`config.mk`:
```
export PLATFORM = sky130hd
export DESIGN_NAME = iwt_idle_timer
export DESIGN_NICKNAME = d
export VERILOG_FILES = /design/src/rtl/iwt_pkg.sv /design/src/rtl/iwt_cycle_div.sv /design/src/rtl/iwt_down_counter.sv /design/src/rtl/iwt_idle_timer.sv
export SDC_FILE = /design/constraint.sdc
export NUM_CORES = 1
export LEC_CHECK = 0
export BUFFER_PORTS_ARGS = -buffer_cell sky130_fd_sc_hd__buf_2
export CAP_MARGIN = 40
export CORE_MARGIN = 2
export CORE_UTILIZATION = 44
export CTS_CLUSTER_SIZE = 28
export DETAILED_ROUTE_END_ITERATION = 10
export GPL_TIMING_DRIVEN = 0
export PLACE_DENSITY = 0.7
export SETUP_SLACK_MARGIN = 0.05
export SLEW_MARGIN = 10
export SYNTH_ARGS = -nofsm -noshare
export SYNTH_HDL_FRONTEND = slang
export SYNTH_SLANG_ARGS = --single-unit
export TNS_END_PERCENT = 50
```
`constraint.sdc`:
```
create_clock -name i_clk -period 2.55 [get_ports i_clk]
set_input_delay 0.51 -clock i_clk [delete_from_list [all_inputs] [get_ports i_clk]]
set_output_delay 0.51 -clock i_clk [all_outputs]
set_load 0.05 [all_outputs]
```
`src/rtl/iwt_pkg.sv`:
```
// constants for the idle wakeup timer
`default_nettype none
package iwt_pkg;
    localparam int          CNT_W          = 16;
    localparam int          DIV_RATIO      = 10;
    localparam int          DIV_W          = 4;
    localparam int          ADDR_W         = 4;
    localparam int          DATA_W         = 8;
    localparam int          SEL_W          = 3;
    localparam int          SEL_BASE_BIT   = 11;
    localparam int          SEL_MAX_CODE   = 4;
    // register offsets
    localparam logic [3:0]  OFF_PERIOD_SEL = 4'h0;
    localparam logic [3:0]  OFF_IRQ_CTRL   = 4'h1;
    localparam logic [3:0]  OFF_IRQ_STAT   = 4'h2;
    localparam logic [3:0]  OFF_IRQ_CLR    = 4'h3;
    localparam logic [3:0]  OFF_IRQ_EN     = 4'h4;
    // irq control field positions
    localparam int          BIT_GIE        = 0;
    localparam int          BIT_TICK_EN    = 4;
    localparam int          BIT_TICK_PND   = 5;
    // status register bit positions
    localparam int          ST_TICK        = 0;
    localparam int          ST_WAKE        = 1;
    localparam int          ST_W           = 2;
    // reset values
    localparam logic [2:0]  SEL_RST        = 3'h0;
    localparam logic [15:0] CNT_RST        = 16'hffff;
    localparam logic [7:0]  RD_ZERO        = 8'h00;
endpackage
`default_nettype wire

```
`src/rtl/iwt_cycle_div.sv`:
```
// instruction cycle enable divider
`timescale 1ns/100ps
`default_nettype none
module iwt_cycle_div #(
    parameter int RATIO = iwt_pkg::DIV_RATIO
) (
    input  wire logic i_clk,
    input  wire logic i_rst_n,
    output var  logic o_cyc_en
);
    logic [iwt_pkg::DIV_W-1:0] cnt_q;
    logic [iwt_pkg::DIV_W-1:0] cnt_d;
    wire                       wrap = (cnt_q == iwt_pkg::DIV_W'(RATIO - 1));

    assign cnt_d = wrap ? '0 : cnt_q + iwt_pkg::DIV_W'(1);

    always_ff @(posedge i_clk) begin
        if (!i_rst_n) begin
            cnt_q    <= '0;
            o_cyc_en <= 1'b0;
        end else begin
            cnt_q    <= cnt_d;
            o_cyc_en <= wrap;
        end
    end
endmodule // iwt_cycle_div
`default_nettype wire

```
`src/rtl/iwt_down_counter.sv`:
```
// free-running idle down counter
`timescale 1ns/100ps
`default_nettype none
module iwt_down_counter #(
    parameter int WIDTH = iwt_pkg::CNT_W
) (
    input  wire logic             i_clk,
    input  wire logic             i_rst_n,
    input  wire logic             i_en,
    output var  logic [WIDTH-1:0] o_count
);
    always_ff @(posedge i_clk) begin
        if (!i_rst_n) begin
            o_count <= '1;
        end else if (i_en) begin
            o_count <= o_count - WIDTH'(1);
        end
    end
endmodule // iwt_down_counter
`default_nettype wire

```
`src/rtl/iwt_idle_timer.sv`:
```
// idle wakeup timer top
//
// Design decisions made here: strobed register access and the address map.
`timescale 1ns/100ps
`default_nettype none
module iwt_idle_timer #(
    parameter int CNT_W = iwt_pkg::CNT_W
) (
    input  wire logic                       i_clk,
    input  wire logic                       i_rst_n,
    input  wire logic [iwt_pkg::ADDR_W-1:0] i_addr,
    input  wire logic [iwt_pkg::DATA_W-1:0] i_wdata,
    input  wire logic                       i_wr,
    input  wire logic                       i_rd,
    input  wire logic                       i_portg6_set,
    output var  logic [iwt_pkg::DATA_W-1:0] o_rdata,
    output var  logic                       o_tick_irq,
    output var  logic                       o_portg6,
    output var  logic                       o_cyc_en,
    output var  logic                       o_period_tick,
    output var  logic [CNT_W-1:0]           o_timebase,
    output var  logic                       o_irq
);
    // decode of the selected counter bit
    function automatic logic pick_bit(input logic [CNT_W-1:0] c,
                                      input logic [iwt_pkg::SEL_W-1:0] s);
        logic [iwt_pkg::SEL_W-1:0] k;
        k = (s > iwt_pkg::SEL_W'(iwt_pkg::SEL_MAX_CODE)) ?
            iwt_pkg::SEL_W'(iwt_pkg::SEL_MAX_CODE) : s;
        pick_bit = c[iwt_pkg::SEL_BASE_BIT + int'(k)];
    endfunction

    logic                        cyc_en;
    logic [CNT_W-1:0]            count;
    logic [iwt_pkg::SEL_W-1:0]   sel_q;
    logic                        pnd_q;
    logic                        ten_q;
    logic                        gie_q;
    logic [iwt_pkg::ST_W-1:0]    stat_q;
    logic [iwt_pkg::ST_W-1:0]    stat_d;
    logic [iwt_pkg::ST_W-1:0]    ien_q;
    logic                        prev_bit_q;
    logic                        g6_q;

    iwt_cycle_div #(
        .RATIO (iwt_pkg::DIV_RATIO)
    ) u_div (
        .i_clk    (i_clk),
        .i_rst_n  (i_rst_n),
        .o_cyc_en (cyc_en)
    );

    iwt_down_counter #(
        .WIDTH (CNT_W)
    ) u_cnt (
        .i_clk   (i_clk),
        .i_rst_n (i_rst_n),
        .i_en    (cyc_en),
        .o_count (count)
    );

    // address decode
    wire wr_sel  = i_wr && (i_addr == iwt_pkg::OFF_PERIOD_SEL);
    wire wr_ctl  = i_wr && (i_addr == iwt_pkg::OFF_IRQ_CTRL);
    wire wr_clr  = i_wr && (i_addr == iwt_pkg::OFF_IRQ_CLR);
    wire wr_ien  = i_wr && (i_addr == iwt_pkg::OFF_IRQ_EN);

    // underflow of selected bit, one to zero transition
    wire cur_bit = pick_bit(count, sel_q);
    wire uflow   = prev_bit_q && !cur_bit;

    // pending flag, set wins over software clear
    wire pnd_d   = uflow ? 1'b1 :
                   (wr_ctl ? i_wdata[iwt_pkg::BIT_TICK_PND] : pnd_q);

    // wake event clears port g bit 6
    wire g6_d    = uflow ? 1'b0 : (i_portg6_set ? 1'b1 : g6_q);

    wire irq_d   = pnd_d && ten_q && gie_q;

    // sticky status, set wins over clear
    wire [iwt_pkg::ST_W-1:0] ev = {uflow, uflow};
    assign stat_d = ev | (stat_q & ~(wr_clr ? i_wdata[iwt_pkg::ST_W-1:0] : '0));

    logic [iwt_pkg::DATA_W-1:0] rd_mux;
    always_comb begin
        rd_mux = iwt_pkg::RD_ZERO;
        case (i_addr)
            iwt_pkg::OFF_PERIOD_SEL: rd_mux[iwt_pkg::SEL_W-1:0] = sel_q;
            iwt_pkg::OFF_IRQ_CTRL: begin
                rd_mux[iwt_pkg::BIT_TICK_PND] = pnd_q;
                rd_mux[iwt_pkg::BIT_TICK_EN]  = ten_q;
                rd_mux[iwt_pkg::BIT_GIE]      = gie_q;
            end
            iwt_pkg::OFF_IRQ_STAT: rd_mux[iwt_pkg::ST_W-1:0] = stat_q;
            iwt_pkg::OFF_IRQ_EN:   rd_mux[iwt_pkg::ST_W-1:0] = ien_q;
            default:               rd_mux = iwt_pkg::RD_ZERO;
        endcase
    end

    always_ff @(posedge i_clk) begin
        if (!i_rst_n) begin
            sel_q         <= iwt_pkg::SEL_RST;
            pnd_q         <= 1'b0;
            ten_q         <= 1'b0;
            gie_q         <= 1'b0;
            stat_q        <= '0;
            ien_q         <= '0;
            prev_bit_q    <= 1'b1;
            g6_q          <= 1'b1;
            o_rdata       <= iwt_pkg::RD_ZERO;
            o_tick_irq    <= 1'b0;
            o_portg6      <= 1'b1;
            o_cyc_en      <= 1'b0;
            o_period_tick <= 1'b0;
            o_timebase    <= iwt_pkg::CNT_RST;
            o_irq         <= 1'b0;
        end else begin
            if (wr_sel) begin
                sel_q <= i_wdata[iwt_pkg::SEL_W-1:0];
            end
            if (wr_ctl) begin
                ten_q <= i_wdata[iwt_pkg::BIT_TICK_EN];
                gie_q <= i_wdata[iwt_pkg::BIT_GIE];
            end
            if (wr_ien) begin
                ien_q <= i_wdata[iwt_pkg::ST_W-1:0];
            end
            pnd_q         <= pnd_d;
            stat_q        <= stat_d;
            prev_bit_q    <= cur_bit;
            g6_q          <= g6_d;
            o_rdata       <= i_rd ? rd_mux : iwt_pkg::RD_ZERO;
            o_tick_irq    <= irq_d;
            o_portg6      <= g6_d;
            // time base for watchdog and start-up delays
            o_cyc_en      <= cyc_en;
            o_period_tick <= uflow;
            o_timebase    <= count;
            o_irq         <= |(stat_d & ien_q);
        end
    end
endmodule // iwt_idle_timer
`default_nettype wire

```
==> impl_metrics.ini <==
[timing]
slew_viol_final = 0
fin_crit_ns = 2.24
min_period_over_period = 0.878
rsz0062_at_grt = no
relSlewSlack = 0.604
hold_viol = 0
worst_slew_pin_slew_ns = 0.586
fmax_ghz = 0.447
holdWs_ns = 0.382
tns_ns = 0
fin_skew_ns = 0.00451
setup_viol = 0

[clock_network]
clk_latency_ns = 0.33
clock-sinks = 58
tritoncts = built
clockRootBuffer = clkbuf_8
hold_buffers = 0
ctsResizeCount = 0
clk_pin_slew_ns = 0.06
htreeDepth = 3
post_cts_buffers = 0
ctsLongestPathBuffers = 2
numCtsBuffers = 9

[worst_setup_path]
worstPathRequired_ns = 2.77
start_kind = flip-flop
crit_fanout = 10
crit_arrival_ns = 2.46
path_class = flip-flop to flip-flop
crit_path_end_kind = flip-flop

[synthesis]
avgSynthCellArea_um2 = 9.80
syn_area_mm2 = 0.00243
ys_top_cells_by_area = dfxtp_1, nand2b_1, nand2_1
synth_warnings = 0
syn_inst = 248
synth.top_cell.area_share = 0.478
ys_seq_area_frac = 0.478
synth_top_area_cell = dfxtp_1
ys_async_sr_fraction = 0
synth_cell_type_count = 57
ys.flop_type = dfxtp_1
ys_seq_elements = 58
synth_edf_count = 0

[finish]
drive_above_1_share = 0.232
diodes = 0
final_common_cell = dfxtp_1
nets = 318
stdcell_area_mm2 = 0.00287
fin_util = 0.531
final_cells = 370
fill_cells = 507
area_growth_pct = 18.2
layout_common_cells = dfxtp_1, buf_2, nand2_1

[placed_design]
routabilityCongestion = 0.843
dpl.hpwl_um = 3360
io_buffers = 36
placed_cells = 358
place_area_mm2 = 0.00271

[global_routing]
grt_overflow = 0
grt_max_degree = 11
grt_pass1_vias = 1633
gr-usage-all-layers = 0.164
antenna_found_initial = 0
grt_pass1_wl_um = 7670

[power_and_ir_drop]
power_density_mw_per_mm2 = 610
leakage_nw = 1.14
ir_drop_uv = 315

[routing]
vias = 1843
drt_iter0_markers = 80
drc = 0
viasPerCell = 4.98
ant_nets = 0
firstDrtPassIters = 4
wire_per_inst_um = 12.7
wl_um = 4710

[flow_run]
maxCapViolCount = 0

[outcome]
outcome = finished clean

[floorplan]
die_x_um = 78.3
io_pins = 46
core_area_mm2 = 0.00541
rows = 27
die_h_um = 78.3
die_area_mm2 = 0.00613
start_util = 0.450

[hold_path]
hold_path.class = input pin to flip-flop
power by group:
group          internal (mW)  total, mW  switching, mW
registers              0.919      0.927        0.00848
clock network          0.410      0.726          0.316
logic                 0.0347     0.0987         0.0641
total                   1.36       1.75          0.388
state kept, by name (all words and copies together) (netlist names):
| name | cells |
|---|---|
| o_irq | 1 |
| o_rdata | 5 |
| pnd_q | 1 |
| stat_q | 2 |
| ten_q | 1 |
| u_cnt.o_count | 16 |
| prev_bit_q | 1 |
| g6_q | 1 |
| sel_q | 3 |
| o_cyc_en | 1 |
| o_period_tick | 1 |
| ien_q | 2 |
| u_div.o_cyc_en | 1 |
| o_timebase | 16 |
| o_tick_irq | 1 |
| u_div.cnt_q | 4 |
| gie_q | 1 |
logic make-up (layout without fill, tap and decap cells):
kind of cell               count (synthesis)  after routing  synth area share
AOI/OAI and AO/OA                         28             28            0.0948
xor gates and xnor gates                   9              9            0.0324
adders and majority gates                  4              4            0.0206
buffers and inverters                     23             71            0.0463
DFF                                       58             58             0.478
muxes                                     12             12            0.0510
other                                      1              3           0.00154
and+or+nand+nor                          113            113             0.275
per-stage QoR:
step                worst slack [ns]  power (mW)
global route                  0.0857        1.83
detailed placement             0.351        1.04
global placement               0.387        1.04
floorplan                      0.603        1.02
finish                         0.310        1.75
CTS                            0.337        1.77
synthesized netlist by cell type, types with 4 or more instances:
library cell  instances
a21oi_1               5
nand2b_1             17
mux2i_1               9
inv_1                10
clkbuf_1              7
dfxtp_1              58
and3_1                4
nand2_1              26
nor2_1               20
ha_1                  4
or4_1                 4
o21ai_0               6
xor2_1                6
nand3_1              10
worst paths after layout:
path	to	from	cells past startpoint	slack [ns]
hold reg to reg	u_div.cnt_q[0]	u_div.cnt_q[0]	1	0.47
hold / removal	g6_q	i_portg6_set	2	0.38
setup reg to reg	g6_q	sel_q[2]	7	0.31
setup / recovery	g6_q	sel_q[2]	7	0.31
critical path: stages (launching register included):
cell and delay [ns]:
dfxtp_1 0.35, buf_6 0.15, nand2b_1 0.14, ha_1 0.29, and3_1 0.21, nor4b_1 0.55, o221ai_2 0.27, o31a_1 0.16
per-layer routing:
layer	part of all wire	global-route usage	routed length, um	up-vias
met5	0	0	0	-
met4	0.027	0.112	128	0
met3	0.049	0.0517	232	11
met2	0.44	0.238	2090	44
met1	0.48	0.208	2260	830
li1	-	-	-	958
cell type report:
| cell class | count | area (um2) | share of cell area |
|---|---|---|---|
| sequential | 58 | 1160 | 0.404 |
| inverter | 10 | 37.5 | 0.0131 |
| timing repair buffer | 36 | 180 | 0.0627 |
| multi-input combinational | 169 | 1160 | 0.405 |
| tap | 72 | 90.1 | 0.0314 |
| buffer | 13 | 75.1 | 0.0261 |
| clock buffer | 12 | 165 | 0.0575 |
Power figures use the tool's default switching activity.
